**src/pkg/frcs_pkg.sv**
```systemverilog
/*
  Constants of the fault record and settings block.
  Assumes one 100 MHz clock and a 16-bit register port.
*/
package frcs_pkg;

  // ----------------------------------------------------------------
  // clock and timing
  // ----------------------------------------------------------------
  localparam int CLK_MHZ          = 100;
  localparam int TRAFFIC_STEP_US  = 1000;
  localparam int TRAFFIC_STEP_CYC = TRAFFIC_STEP_US * CLK_MHZ;

  // ----------------------------------------------------------------
  // register port
  // ----------------------------------------------------------------
  localparam int ADDR_W = 5;
  localparam int DATA_W = 16;

  localparam logic [ADDR_W-1:0] OFS_INPUT_DISP = 5'h00;
  localparam logic [ADDR_W-1:0] OFS_HIST0      = 5'h01;
  localparam logic [ADDR_W-1:0] OFS_HIST_COUNT = 5'h06;
  localparam logic [ADDR_W-1:0] OFS_ADDR_CODE  = 5'h08;
  localparam logic [ADDR_W-1:0] OFS_BAUD       = 5'h09;
  localparam logic [ADDR_W-1:0] OFS_TRAFFIC    = 5'h0A;
  localparam logic [ADDR_W-1:0] OFS_PW_ENTRY   = 5'h0B;
  localparam logic [ADDR_W-1:0] OFS_BANK       = 5'h0C;
  localparam logic [ADDR_W-1:0] OFS_CBF_TIME   = 5'h0D;
  localparam logic [ADDR_W-1:0] OFS_SWGROUP    = 5'h0E;
  localparam logic [ADDR_W-1:0] OFS_PW_VALUE   = 5'h0F;
  localparam logic [ADDR_W-1:0] OFS_IRQ_STATUS = 5'h10;
  localparam logic [ADDR_W-1:0] OFS_IRQ_MASK   = 5'h11;
  localparam logic [ADDR_W-1:0] OFS_TEST       = 5'h12;

  // ----------------------------------------------------------------
  // fields and reset values
  // ----------------------------------------------------------------
  localparam int ANGLE_W    = 9;
  localparam int HIST_DEPTH = 5;
  localparam int COUNT_W    = 3;
  localparam int CODE_W     = 8;
  localparam int SWG_W      = 8;
  localparam int CBF_W      = 10;
  localparam int TRAFFIC_W  = 8;
  localparam int TEST_W     = 4;

  localparam int WEIGHT_BLK1 = 0;
  localparam int WEIGHT_BLK2 = 1;
  localparam int WEIGHT_REMOTE_RESET_INPUT = 2;

  localparam int CBF_UNIT_MS = 10;
  localparam logic [CBF_W-1:0] CBF_MIN = 10'h00A;
  localparam logic [CBF_W-1:0] CBF_MAX = 10'h3E8;
  localparam logic [CBF_W-1:0] CBF_RST = 10'h014;

  localparam logic [CODE_W-1:0] ADDR_CODE_RST = 8'h00;
  localparam logic              BAUD_FAST_RST = 1'h1;
  localparam logic              BANK_RST      = 1'h0;
  localparam logic [SWG_W-1:0]  SWG_RST       = 8'h00;
  localparam logic [DATA_W-1:0] PW_RST        = 16'h0001;

  localparam int TEST_ENTER_BIT = 0;
  localparam int TEST_STEP_BIT  = 1;

  // ----------------------------------------------------------------
  // interrupt events
  // ----------------------------------------------------------------
  localparam int EV_W       = 3;
  localparam int EV_CAPTURE = 0;
  localparam int EV_REJECT  = 1;
  localparam int EV_CLEAR   = 2;

  typedef enum logic [1:0] {
    FRCS_TS_IDLE = 2'b01,
    FRCS_TS_RUN  = 2'b10
  } frcs_test_state_t;

endpackage : frcs_pkg

```
**src/logic/frcs_pin_sync.sv**
```systemverilog
/*
  Three-stage pin synchroniser.
  Assumes asynchronous pins; output follows once
  stages two and three agree.
*/
`timescale 1ns/1ps
module frcs_pin_sync #(
  parameter int WIDTH = 1
) (
  // clock and reset
  input  wire logic             clk_in,
  input  wire logic             reset_in,
  // pins and clean levels
  input  wire logic [WIDTH-1:0] pin_in,
  output logic      [WIDTH-1:0] level_out
);

  logic [WIDTH-1:0] s1_r;
  logic [WIDTH-1:0] s2_r;
  logic [WIDTH-1:0] s3_r;

  // ----------------------------------------------------------------
  // per-bit stages
  // ----------------------------------------------------------------
  for (genvar i = 0; i < WIDTH; i++) begin : g_bit
    always_ff @(posedge clk_in)
    begin
      if (reset_in)
      begin
        s1_r[i]      <= 1'b0;
        s2_r[i]      <= 1'b0;
        s3_r[i]      <= 1'b0;
        level_out[i] <= 1'b0;
      end
      else
      begin
        s1_r[i] <= pin_in[i];
        s2_r[i] <= s1_r[i];
        s3_r[i] <= s2_r[i];
        if (s2_r[i] == s3_r[i])
        begin
          level_out[i] <= s3_r[i];
        end
      end
    end
  end

endmodule : frcs_pin_sync

```
**src/logic/frcs_history_stack.sv**
```systemverilog
/*
  Shift stack of recorded values, newest at entry 0.
  Assumes push and clear come from logic on clk_in; clear wins.
*/
`timescale 1ns/1ps
module frcs_history_stack
  import frcs_pkg::*;
#(
  parameter int DEPTH = HIST_DEPTH,
  parameter int W     = ANGLE_W
) (
  // clock and reset
  input  wire logic               clk_in,
  input  wire logic               reset_in,
  // control
  input  wire logic               clear_in,
  input  wire logic               push_in,
  input  wire logic [W-1:0]       data_in,
  // stored entries, entry 0 in the low bits
  output logic      [DEPTH*W-1:0] entry_out,
  output logic      [COUNT_W-1:0] count_out
);

  // ----------------------------------------------------------------
  // entries
  // ----------------------------------------------------------------
  for (genvar i = 0; i < DEPTH; i++) begin : g_entry
    always_ff @(posedge clk_in)
    begin
      if (reset_in || clear_in)
      begin
        entry_out[i*W +: W] <= '0;
      end
      else if (push_in)
      begin
        if (i == 0)
        begin
          entry_out[i*W +: W] <= data_in;
        end
        else
        begin
          entry_out[i*W +: W] <= entry_out[(i-1)*W +: W]; // see
        end
      end
    end
  end

  // ----------------------------------------------------------------
  // fill level, saturates at the depth
  // ----------------------------------------------------------------
  always_ff @(posedge clk_in)
  begin
    if (reset_in || clear_in)
    begin
      count_out <= '0;
    end
    else if (push_in && (count_out != COUNT_W'(DEPTH)))
    begin
      count_out <= count_out + 1'b1;
    end
  end

endmodule : frcs_history_stack

```
**src/logic/frcs_top.sv**
```systemverilog
/*
  Relay module records and communication settings:
  angle history, input display, test steps,
  password-guarded settings, masked interrupt.
  Assumes a register port on clk_in, asynchronous pins,
  and outside storage restoring settings after power loss.
*/
`timescale 1ns/1ps

// Notes on behaviour
// earth-fault operation pushes phase angle into five-deep stack
// older entries shift up one place on each capture
// a sixth capture drops the oldest entry
// input display: blocking one 1, blocking two 2, remote reset 4
// test mode from input display steps outputs one at a time
// address code selects this module on the shared bus
// baud selectable 4.8 or 9.6 kBd, defaulting to 9.6 kBd
// traffic monitor reads 0 when bus healthy, otherwise rolls 0 to 255
// setting writes need the correct password first, else rejected
// bank select 0 picks main settings, 1 second settings
// breaker-failure time settable 0.1 to 10 s, default 0.2 s
// switchgroup word defaults to zero
// both buttons together clear recorded registers
// supply loss also clears recorded registers
// settings survive supply loss
// newest capture reads first, older ones by age
module frcs_top
  import frcs_pkg::*;
#(
  parameter int TRAFFIC_CYC = TRAFFIC_STEP_CYC
) (
  // clock and reset
  input  wire logic              clk_in,
  input  wire logic              reset_in,
  // register port
  input  wire logic [ADDR_W-1:0] addr_in,
  input  wire logic [DATA_W-1:0] wr_data_in,
  input  wire logic              wr_en_in,
  input  wire logic              rd_en_in,
  output logic      [DATA_W-1:0] rd_data_out,
  // protection events, same clock
  input  wire logic              ef_operate_in,
  input  wire logic [ANGLE_W-1:0] phase_angle_in,
  input  wire logic              bus_ok_in,
  // pins
  input  wire logic              blocking_input_one_in,
  input  wire logic              blocking_input_two_in,
  input  wire logic              remote_reset_input_in,
  input  wire logic              reset_button_in,
  input  wire logic              program_button_in,
  input  wire logic              supply_lost_in,
  // settings in force
  output logic      [CODE_W-1:0] module_addr_out,
  output logic                   baud_fast_out,
  output logic                   bank_second_out,
  output logic      [CBF_W-1:0]  breaker_failure_timer_out,
  output logic      [SWG_W-1:0]  config_switchgroup_out,
  // test drive and interrupt
  output logic      [TEST_W-1:0] test_signal_out,
  output logic                   irq_out
);

  // ----------------------------------------------------------------
  // pin synchronisation
  // ----------------------------------------------------------------
  logic [5:0] pins_sync;
  wire        blk1_lvl   = pins_sync[0];
  wire        blk2_lvl   = pins_sync[1];
  wire        remote_reset_input_lvl   = pins_sync[2];
  wire        btn_rst    = pins_sync[3];
  wire        btn_prog   = pins_sync[4];
  wire        supply_off = pins_sync[5];

  frcs_pin_sync #(
    .WIDTH (6)
  ) u_sync (
    .clk_in    (clk_in),
    .reset_in  (reset_in),
    .pin_in    ({supply_lost_in, program_button_in, reset_button_in,
                 remote_reset_input_in, blocking_input_two_in, blocking_input_one_in}),
    .level_out (pins_sync)
  );

  // ----------------------------------------------------------------
  // record clearing
  // ----------------------------------------------------------------
  logic clear_req_d_r;
  wire  clear_req  = (btn_rst && btn_prog) || supply_off;   // see
  wire  clear_edge = clear_req && !clear_req_d_r;

  always_ff @(posedge clk_in)
  begin
    if (reset_in)
    begin
      clear_req_d_r <= 1'b0;
    end
    else
    begin
      clear_req_d_r <= clear_req;
    end
  end

  // ----------------------------------------------------------------
  // phase angle history
  // ----------------------------------------------------------------
  logic [HIST_DEPTH*ANGLE_W-1:0] hist_flat;
  logic [COUNT_W-1:0]            hist_count;
  wire                           capture = ef_operate_in && !clear_req;

  frcs_history_stack #(
    .DEPTH (HIST_DEPTH),
    .W     (ANGLE_W)
  ) u_hist (
    .clk_in    (clk_in),
    .reset_in  (reset_in),
    .clear_in  (clear_req),
    .push_in   (capture),
    .data_in   (phase_angle_in),
    .entry_out (hist_flat),
    .count_out (hist_count)
  );

  // ----------------------------------------------------------------
  // address decode
  // ----------------------------------------------------------------
  wire [ADDR_W-1:0] hist_ofs  = addr_in - OFS_HIST0;
  wire              hist_hit  = (addr_in >= OFS_HIST0) &&
                                (hist_ofs < ADDR_W'(HIST_DEPTH));
  wire [2:0]        hist_idx  = hist_ofs[2:0];
  wire [ANGLE_W-1:0] hist_word = hist_flat[hist_idx*ANGLE_W +: ANGLE_W];

  wire is_setting = (addr_in == OFS_ADDR_CODE) || (addr_in == OFS_BAUD) ||
                    (addr_in == OFS_BANK)      || (addr_in == OFS_CBF_TIME) ||
                    (addr_in == OFS_SWGROUP)   || (addr_in == OFS_PW_VALUE);

  logic unlock_r;
  wire  wr_setting = wr_en_in && is_setting && unlock_r;
  wire  wr_reject  = wr_en_in && is_setting && !unlock_r;
  wire  wr_pw      = wr_en_in && (addr_in == OFS_PW_ENTRY);
  wire  wr_status  = wr_en_in && (addr_in == OFS_IRQ_STATUS);
  wire  wr_mask    = wr_en_in && (addr_in == OFS_IRQ_MASK);
  wire  wr_test    = wr_en_in && (addr_in == OFS_TEST);

  // ----------------------------------------------------------------
  // settings
  // ----------------------------------------------------------------
  logic [DATA_W-1:0] password_r;
  wire  [CBF_W-1:0]  cbf_raw  = wr_data_in[CBF_W-1:0];
  wire  [CBF_W-1:0]  cbf_clip = (cbf_raw < CBF_MIN) ? CBF_MIN :
                                (cbf_raw > CBF_MAX) ? CBF_MAX : cbf_raw;

  // settings reset only with reset_in, never with clear_req
  always_ff @(posedge clk_in)
  begin
    if (reset_in)
    begin
      module_addr_out           <= ADDR_CODE_RST;
      baud_fast_out             <= BAUD_FAST_RST;
      bank_second_out           <= BANK_RST;
      breaker_failure_timer_out <= CBF_RST;
      config_switchgroup_out    <= SWG_RST;
      password_r                <= PW_RST;
    end
    else if (wr_setting)
    begin
      unique case (addr_in)
        OFS_ADDR_CODE: module_addr_out <= wr_data_in[CODE_W-1:0];
        OFS_BAUD:      baud_fast_out   <= wr_data_in[0];
        OFS_BANK:      bank_second_out <= wr_data_in[0];
        OFS_CBF_TIME:  breaker_failure_timer_out <= cbf_clip;
        OFS_SWGROUP:   config_switchgroup_out    <= wr_data_in[SWG_W-1:0];
        default:       password_r      <= wr_data_in;
      endcase
    end
  end

  // unlock holds until a wrong password is entered
  always_ff @(posedge clk_in)
  begin
    if (reset_in)
    begin
      unlock_r <= 1'b0;
    end
    else if (wr_pw)
    begin
      unlock_r <= (wr_data_in == password_r);
    end
  end

  // ----------------------------------------------------------------
  // bus traffic monitor
  // ----------------------------------------------------------------
  logic [$clog2(TRAFFIC_CYC)-1:0] div_r;
  logic                           tick_r;
  logic [TRAFFIC_W-1:0]           traffic_r;

  always_ff @(posedge clk_in)
  begin
    if (reset_in || div_r == ($clog2(TRAFFIC_CYC))'(TRAFFIC_CYC - 1))
    begin
      div_r <= '0;
    end
    else
    begin
      div_r <= div_r + 1'b1;
    end
  end

  always_ff @(posedge clk_in)
  begin
    if (reset_in)
    begin
      tick_r <= 1'b0;
    end
    else
    begin
      tick_r <= (div_r == ($clog2(TRAFFIC_CYC))'(TRAFFIC_CYC - 1));
    end
  end

  always_ff @(posedge clk_in)
  begin
    if (reset_in || bus_ok_in)
    begin
      traffic_r <= '0;
    end
    else if (tick_r)
    begin
      traffic_r <= traffic_r + 1'b1;
    end
  end

  // ----------------------------------------------------------------
  // test sequencing
  // ----------------------------------------------------------------
  frcs_test_state_t test_state_r;
  logic             disp_sel_r;
  logic [TEST_W-1:0] test_nxt;
  wire  test_enter = wr_test && wr_data_in[TEST_ENTER_BIT] && disp_sel_r;
  wire  test_step  = wr_test && wr_data_in[TEST_STEP_BIT];

  // display register counts as selected after a read of it
  always_ff @(posedge clk_in)
  begin
    if (reset_in)
    begin
      disp_sel_r <= 1'b0;
    end
    else if (rd_en_in)
    begin
      disp_sel_r <= (addr_in == OFS_INPUT_DISP);
    end
  end

  always_comb
  begin
    test_nxt = test_signal_out;
    unique case (test_state_r)
      FRCS_TS_IDLE:
      begin
        if (test_enter)
        begin
          test_nxt = TEST_W'(1);
        end
      end
      FRCS_TS_RUN:
      begin
        if (test_step)
        begin
          test_nxt = test_signal_out << 1;
        end
      end
      default: test_nxt = '0;
    endcase
  end

  always_ff @(posedge clk_in)
  begin
    if (reset_in)
    begin
      test_signal_out <= '0;
      test_state_r    <= FRCS_TS_IDLE;
    end
    else
    begin
      test_signal_out <= test_nxt;
      test_state_r    <= (test_nxt != '0) ? FRCS_TS_RUN : FRCS_TS_IDLE;
    end
  end

  // ----------------------------------------------------------------
  // interrupt status and mask
  // ----------------------------------------------------------------
  logic [EV_W-1:0] status_r;
  logic [EV_W-1:0] mask_r;
  logic [EV_W-1:0] events;
  wire  [EV_W-1:0] w1c       = wr_status ? wr_data_in[EV_W-1:0] : '0;
  wire  [EV_W-1:0] status_nxt = (status_r & ~w1c) | events;

  always_comb
  begin
    events             = '0;
    events[EV_CAPTURE] = capture;
    events[EV_REJECT]  = wr_reject;
    events[EV_CLEAR]   = clear_edge;
  end

  always_ff @(posedge clk_in)
  begin
    if (reset_in)
    begin
      status_r <= '0;
      mask_r   <= '0;
      irq_out  <= 1'b0;
    end
    else
    begin
      status_r <= status_nxt;
      if (wr_mask)
      begin
        mask_r <= wr_data_in[EV_W-1:0];
      end
      irq_out <= |(status_nxt & (wr_mask ? wr_data_in[EV_W-1:0] : mask_r));
    end
  end

  // ----------------------------------------------------------------
  // read data
  // ----------------------------------------------------------------
  logic [DATA_W-1:0] rd_nxt;
  wire  [2:0]        input_sum = {remote_reset_input_lvl, blk2_lvl, blk1_lvl};

  always_comb
  begin
    rd_nxt = '0;
    if (hist_hit)
    begin
      rd_nxt[ANGLE_W-1:0] = hist_word;
    end
    else
    begin
      unique case (addr_in)
        OFS_INPUT_DISP: rd_nxt[2:0]           = input_sum;
        OFS_HIST_COUNT: rd_nxt[COUNT_W-1:0]   = hist_count;
        OFS_ADDR_CODE:  rd_nxt[CODE_W-1:0]    = module_addr_out;
        OFS_BAUD:       rd_nxt[0]             = baud_fast_out;
        OFS_TRAFFIC:    rd_nxt[TRAFFIC_W-1:0] = traffic_r;
        OFS_PW_ENTRY:   rd_nxt[0]             = unlock_r;
        OFS_BANK:       rd_nxt[0]             = bank_second_out;
        OFS_CBF_TIME:   rd_nxt[CBF_W-1:0]     = breaker_failure_timer_out;
        OFS_SWGROUP:    rd_nxt[SWG_W-1:0]     = config_switchgroup_out;
        OFS_IRQ_STATUS: rd_nxt[EV_W-1:0]      = status_r;
        OFS_IRQ_MASK:   rd_nxt[EV_W-1:0]      = mask_r;
        OFS_TEST:       rd_nxt[TEST_W-1:0]    = test_signal_out;
        default:        rd_nxt                = '0;
      endcase
    end
  end

  always_ff @(posedge clk_in)
  begin
    if (reset_in)
    begin
      rd_data_out <= '0;
    end
    else if (rd_en_in)
    begin
      rd_data_out <= rd_nxt;
    end
    else
    begin
      rd_data_out <= '0;
    end
  end

endmodule : frcs_top

```
**config.mk**
```make
export PLATFORM = sky130hd
export DESIGN_NAME = frcs_top
export DESIGN_NICKNAME = d
export VERILOG_FILES = /design/src/pkg/frcs_pkg.sv /design/src/logic/frcs_pin_sync.sv /design/src/logic/frcs_history_stack.sv /design/src/logic/frcs_top.sv
export SDC_FILE = /design/constraint.sdc
export NUM_CORES = 1
export LEC_CHECK = 0
export BUFFER_PORTS_ARGS = -buffer_cell sky130_fd_sc_hd__buf_2
export CORE_MARGIN = 2
export CORE_UTILIZATION = 52
export DETAILED_ROUTE_END_ITERATION = 12
export PLACE_DENSITY = 0.72
export SYNTH_ARGS = -nofsm -noshare
export SYNTH_HDL_FRONTEND = slang
export SYNTH_HIERARCHICAL = 1
export SYNTH_SLANG_ARGS = --single-unit
export TNS_END_PERCENT = 30
```
**constraint.sdc**
```tcl
create_clock -name clk_in -period 4.11 [get_ports clk_in]
set_input_delay 0 -clock clk_in [delete_from_list [all_inputs] [get_ports clk_in]]
set_output_delay 0 -clock clk_in [all_outputs]
set_load 0.01 [all_outputs]
```
==> reports/qor.txt, run 1 <==
# H-tree levels: 4
clock skew: 8.533 ps
first-pass GRT wire length: 27,870 um
Post-synth top flop: dfxtp_1
TritonCTS buffer count: 17
status: finished, final reports clean
first drt pass iteration count: 6
minimum clock period: 2291 ps
final setup fails: 0
Slew @ Worst Pin: 890.1 ps
dpl hpwl: 11,780 um
vias in the first global route: 5,514
full die area: 15,720 sq um
Max IR drop VDD: 0.0002871 V
fill cell count: 1,245
row count: 44
largest net degree at the start of global routing: 80
worst hold path type: in -> reg
register area share after synthesis: 43.89%
Reg area: 3363 sq um
Layout area overhead: 16.85%
Syn Area/Cell: 9.413 sq um
Max Transition Viols Final: 0
average wire per standard cell: 15.59 um
worst hold path depth: 3
CTS sink cnt: 168
Pwr per Cell Area: 383.0 nW/um^2
CP cell instances: buf_2, inv_1, ha_1, a211oi_2, o21ai_1, and4_1, mux2i_1, nor2_1
drt total wl: 17,300 um
reg-to-reg slack, setup: 1980 ps
Buf+Inv Stages, Crit Path: 2
TritonCTS clock tree: built
nature of the critical path startpoint: input port
worst hold endpoint: disp_sel_r
clk_lat worst skew: 430 ps
CP endpoint kind: register
Synth Register Bits: 168
I/O Buffers: 84
Remaining DRCs: 0
placed cell areas: 7988 sq um
critical path data required time: 4400 ps
crit path DAT: 2580 ps
r2r startpoint: u_sync/level_out[3]
RSZ-0062 raised after global routing: no
Post-Syn Area: 7662 sq um
Final Cycle Share: 55.75%
final instance area: 8954 sq um
max_cap viols: 0
cell family with the largest share of critical-path delay: adder cells
worst-path fanout max: 21
r2r worst-path depth: 5
Overflow after GRT: 0
initial antenna violation count: 0
clock transition at the registers of the reported paths: 70 ps
Routed Antenna Nets: 0
Inserted Diodes: 0
CTS Root Cell: clkbuf_16
vias per cell: 5.406
Initial Util: 52.92%
Core Area: 14,480 sq um
reg2reg end: u_hist/entry_out[3]
min-delay src: addr_in[4]
footprint of the multi-input gates: 3889 sq um
EDFF count, synth: 0
Via Count: 6,001
CP Class: in -> reg
leakage: 3.547 nW
asr flop ratio synth: 0%
CP max stage delay: 700 ps
Mapped Cells: 814
Final GP Congestion: 0.8918
synth unique cells: 72
Critical-path top delay cell: ha_1
Iter 0 DRT Violations: 517
setup TNS: 0 ps
post-CTS setup buffer count: 0
clk buf depth: 2
share of post-route cells with drive strength above 1: 17.17%
Die X-Extent: 125.4 um
YS warnings: 6
GRT Util Overall: 21.96%
# IOs: 91
Final Hold Vio Count: 0
fin nets: 966
max_slew headroom: 40.66%
FMAX: 436.4 MHz
Die Y: 125.4 um
==> worst max-delay path by stage <==
stage	start	to	cells past startpoint
2_1_floorplan	addr_in[0]	rd_data_out[8]	10
3_3_place_gp	addr_in[0]	module_addr_out[2]	8
3_5_place_dp	addr_in[0]	module_addr_out[6]	8
4_1_cts	addr_in[0]	module_addr_out[3]	8
5_1_grt	addr_in[0]	module_addr_out[7]	8
6_report	addr_in[0]	module_addr_out[3]	8
==> synthesized netlist by cell type, drive strengths merged (8+ instances only) <==
master	number	share of area, %
a21oi	44	2.9
a22oi	10	1.2
buf	33	3.9
clkbuf	22	1.1
dfxtp	168	44
ha	11	1.8
inv	12	0.59
mux2i	88	11
nand2	84	4.1
nand3	17	1.1
nand4	16	1.3
nor2	122	7.1
nor2b	17	1.6
nor3	10	0.87
o21ai	18	1.2
o22ai	8	0.65
xnor2	23	2.6
xor2	15	1.8
==> area by class of cell <==
class	instances	area share, %
clock buffers	18	4.905
inverters	12	0.5031
repair buffers	130	9.726
multi-input cells	584	43.43
clock inverters	14	1.300
flip-flops and latches	168	37.56
well taps	184	2.571
==> cells in the final DEF (no fill, tap or decap), types with 17 or more instances in the layout <==
cell type      netlist  layout
a21oi_1             44      44
buf_2                8      83
clkbuf_16            0      17
dfxtp_1            168     168
dlygate4sd3_1        0      41
mux2i_1             88      88
nand2_1             84      84
nand3_1             17      17
nor2_1             110     110
xnor2_1             23      23
==> per-stage QoR <==
step                      util [%]  cells  hold WS (ps)  power (mW)  setup slack [ps]
after global placement       55.17   1037         211.5       1.945              1506
after floorplan                  -    819         125.2       1.901              2031
after detailed placement     55.17   1037         213.6       1.948              1475
after CTS                    61.84   1110         147.6       3.454              1864
after global routing         61.84   1110         222.9       3.559              1606
final                        61.84   1110         181.0       3.429              1819
==> registers in the layout, indices dropped and copies added (netlist names), 2 cells and up <==
name and cells:
u_hist/entry_out 45, div_r 17, password_r 16, breaker_failure_timer_out 10
rd_data_out 10, config_switchgroup_out 8, module_addr_out 8, traffic_r 8
u_sync/level_out 6, u_sync/s1_r 6, u_sync/s2_r 6, u_sync/s3_r 6
test_signal_out 4, mask_r 3, status_r 3, u_hist/count_out 3
test_state_r 2
==> worst register-to-register path: stages, from the launching register on <==
cell and delay [ps]:
dfxtp_1 330, a21oi_1 280, and2_2 520, buf_4 460, mux2i_1 370, nor2_4 50
==> kinds of logic (layout without fill, tap and decap cells) <==
logic type	Yosys count	after routing	share of synthesized area (%)
mux	94	94	12.82
compound gates	118	118	10.17
flops	168	168	43.89
buf+inv	67	174	5.617
other cells	1	6	0.04894
simple gates	317	317	21.21
fa+ha+maj	11	11	1.796
xor+xnor	38	38	4.442
==> report_power, final <==
part,switching (mW),internal [mW],leakage (nW),total (mW)
logic,0.154,0.116,1.92,0.270
registers,0.0195,1.65,1.36,1.67
clock network,0.685,0.800,0.261,1.49
total,0.858,2.57,3.55,3.43
==> timing repair <==
action                    in CTS  in global routing
hold endpoints to repair      69                  0
resized for setup              0                  0
hold buffers                  41                  0
==> per-layer routing <==
metal  vias up  wire (um)  share of wire, %  GRT usage [%]
met5         -          0                 0              0
met4         0        382               2.2          8.693
met3        25        931               5.4          5.434
met2       160       7963                46          34.08
met1      2794       8026                46          29.53
li1       3022          -                 -              -
Note: power is estimated with default switching activity, not from simulation.
==> inputs of run 2 (changes only) <==
--- a/config.mk
+++ b/config.mk
@@ -9,7 +9,7 @@
 export CORE_MARGIN = 2
 export CORE_UTILIZATION = 52
 export DETAILED_ROUTE_END_ITERATION = 12
-export PLACE_DENSITY = 0.72
+export PLACE_DENSITY = 0.75
 export SYNTH_ARGS = -nofsm -noshare
 export SYNTH_HDL_FRONTEND = slang
 export SYNTH_HIERARCHICAL = 1
==> constraint.sdc (replaced) <==
create_clock -name clk_in -period 1.96 [get_ports clk_in]
set_input_delay 0 -clock clk_in [delete_from_list [all_inputs] [get_ports clk_in]]
set_output_delay 0 -clock clk_in [all_outputs]
set_load 0.01 [all_outputs]
==> run 2 against run 1 <==
Global-route usage up 1.3 points. Sequential share of layout area down 0.99 points. Power up 130%. Routed wire length up 5.0%. Register-to-register slack worse by 1800 ps. Largest power group is now the clock network. Sequential power up 110%. Setup slack worse by 1700 ps. Combinational power up 130%. Critical path depth down 2.
==> reports/qor.txt, run 2 (synthesis gave the netlist of run 1 again) <==
status: finished, final reports clean
GRT Util Overall: 23.27%
TritonCTS clock tree: built
first-pass GRT wire length: 29,580 um
Util after Layout: 63.52%
vias per cell: 5.519
sw frac: 22.51%
post-CTS setup buffer count: 0
first drt pass iteration count: 5
nature of the critical path startpoint: register
largest registers: u_hist/entry_out (45), div_r (17), password_r (16)
CP cell instances: ha_2, nand4_1, or4_1, nand2b_1, buf_4, nor2_1
Largest Register: u_hist/entry_out
worst hold path type: in -> reg
I/O Buffers: 84
Final Cycle Share: 92.14%
Clock Power Share: 46.6%
Max Transition Viols Final: 0
cell family with the largest share of critical-path delay: simple AND/OR/NAND/NOR gates
worst-path fanout max: 9
TritonCTS buffer count: 17
vias in the first global route: 5,934
Critical-path top delay cell: or4_1
CP Class: reg -> reg
initial antenna violation count: 1
CP max stage delay: 540 ps
row count: 44
CTS sink cnt: 168
crit path DAT: 2130 ps
min-delay src: wr_en_in
clock skew: 6.687 ps
Final Hold Vio Count: 0
final setup fails: 0
# H-tree levels: 4
CP endpoint kind: register
RSZ-0062 raised after global routing: no
clk_lat worst skew: 430 ps
# IOs: 91
Die X-Extent: 125.4 um
internal power: 5.986 mW
r2r startpoint: div_r[0]
Overflow after GRT: 0
Buf+Inv Stages, Crit Path: 1
fin nets: 982
FMAX: 553.7 MHz
minimum clock period: 1806 ps
CTS Root Cell: clkbuf_16
Comb power frac: 8.0%
Remaining DRCs: 0
clk buf depth: 2
Fin Hold WS: 28.11 ps
Initial Util: 52.92%
max_slew headroom: 22.00%
Via Count: 6,220
most frequent cells in the layout: dfxtp_1 (168), nor2_1 (110), mux2i_1 (88)
critical path data required time: 2280 ps
leakage: 3.684 nW
share of post-route cells with drive strength above 1: 19.32%
largest net degree at the start of global routing: 47
max reg flops: 45
commonest non-fill, non-tap cell in the layout: dfxtp_1
dpl hpwl: 12,370 um
average wire per standard cell: 16.12 um
Iter 0 DRT Violations: 541
drt total wl: 18,170 um
crit path from: div_r[0]
Layout area overhead: 20.02%
Slew @ Worst Pin: 1162 ps
Pwr per Cell Area: 839.9 nW/um^2
Tot Pwr: 7.724 mW
Core Area: 14,480 sq um
Reg power frac: 45.5%
Die Y: 125.4 um
full die area: 15,720 sq um
setup TNS: 0 ps
fill cell count: 1,223
Max IR drop VDD: 0.0005889 V
Final GP Congestion: 0.9793
switching pwr: 1.738 mW
max_cap viols: 0
clock transition at the registers of the reported paths: 60 ps
Routed Antenna Nets: 0
run 2: worst paths after layout:
check        slack, ps  cells past startpoint        endpoint
max                150                      6        div_r[6]
min                 30                      3     status_r[1]
min reg2reg        440                      1  u_sync/s2_r[5]
max reg2reg        150                      6        div_r[6]
run 2: worst register-to-register path: cells and delay by family (launching register included):
family	cells	cell delay, ps
adder cells (fa/ha/maj)	1	250
flip-flops	1	400
buffers and inverters	1	170
AND/OR/NAND/NOR	4	890
run 2: layer usage:
layer | vias to the layer above | wire (um) | track usage (%) | part of all wire (%)
met5 | - | 0 | 0 | 0
met3 | 43 | 1147 | 4.964 | 6.3
met2 | 209 | 8547 | 38.20 | 47
li1 | 3050 | - | - | -
met1 | 2918 | 7958 | 30.09 | 44
met4 | 0 | 518 | 9.085 | 2.9
run 2: cell type report:
| class | instances | area, sq um | share of cell area (%) |
|---|---|---|---|
| repair buffers | 146 | 1021 | 11.10 |
| multi-input cells | 584 | 3894 | 42.34 |
| clock buffers | 22 | 474.2 | 5.156 |
| diodes | 1 | 2.502 | 0.02721 |
| flip-flops and latches | 168 | 3363 | 36.57 |
| inverters | 12 | 45.04 | 0.4898 |
| clock inverters | 10 | 166.4 | 1.810 |
| well taps | 184 | 230.2 | 2.503 |
run 2: timing repair:
| action | CTS | global route |
|---|---|---|
| hold buffers | 34 | 0 |
| endpoints found under the hold margin | 59 | 0 |
| setup endpoints to repair | 0 | 6 |
| gates resized for setup | 0 | 1 |
run 2: through the flow:
stage | cells | instance area [sq um] | setup WS, ps
after floorplan | 819 | 7687 | 45.85
after global placement | 1060 | 8210 | 67.50
after detailed placement | 1060 | 8210 | -3.209
after CTS | 1126 | 9191 | 128.9
after global routing | 1127 | 9196 | 31.04
final | 1127 | 9196 | 154.0
run 2: power groups by stage:
stage | logic, mW | registers [mW] | clock network, mW
finish | 0.614 | 3.51 | 3.60
global route | 0.666 | 3.51 | 3.80
CTS | 0.609 | 3.51 | 3.65
detailed placement | 0.552 | 3.59 | 0
global placement | 0.545 | 3.58 | 0
floorplan | 0.411 | 3.58 | 0
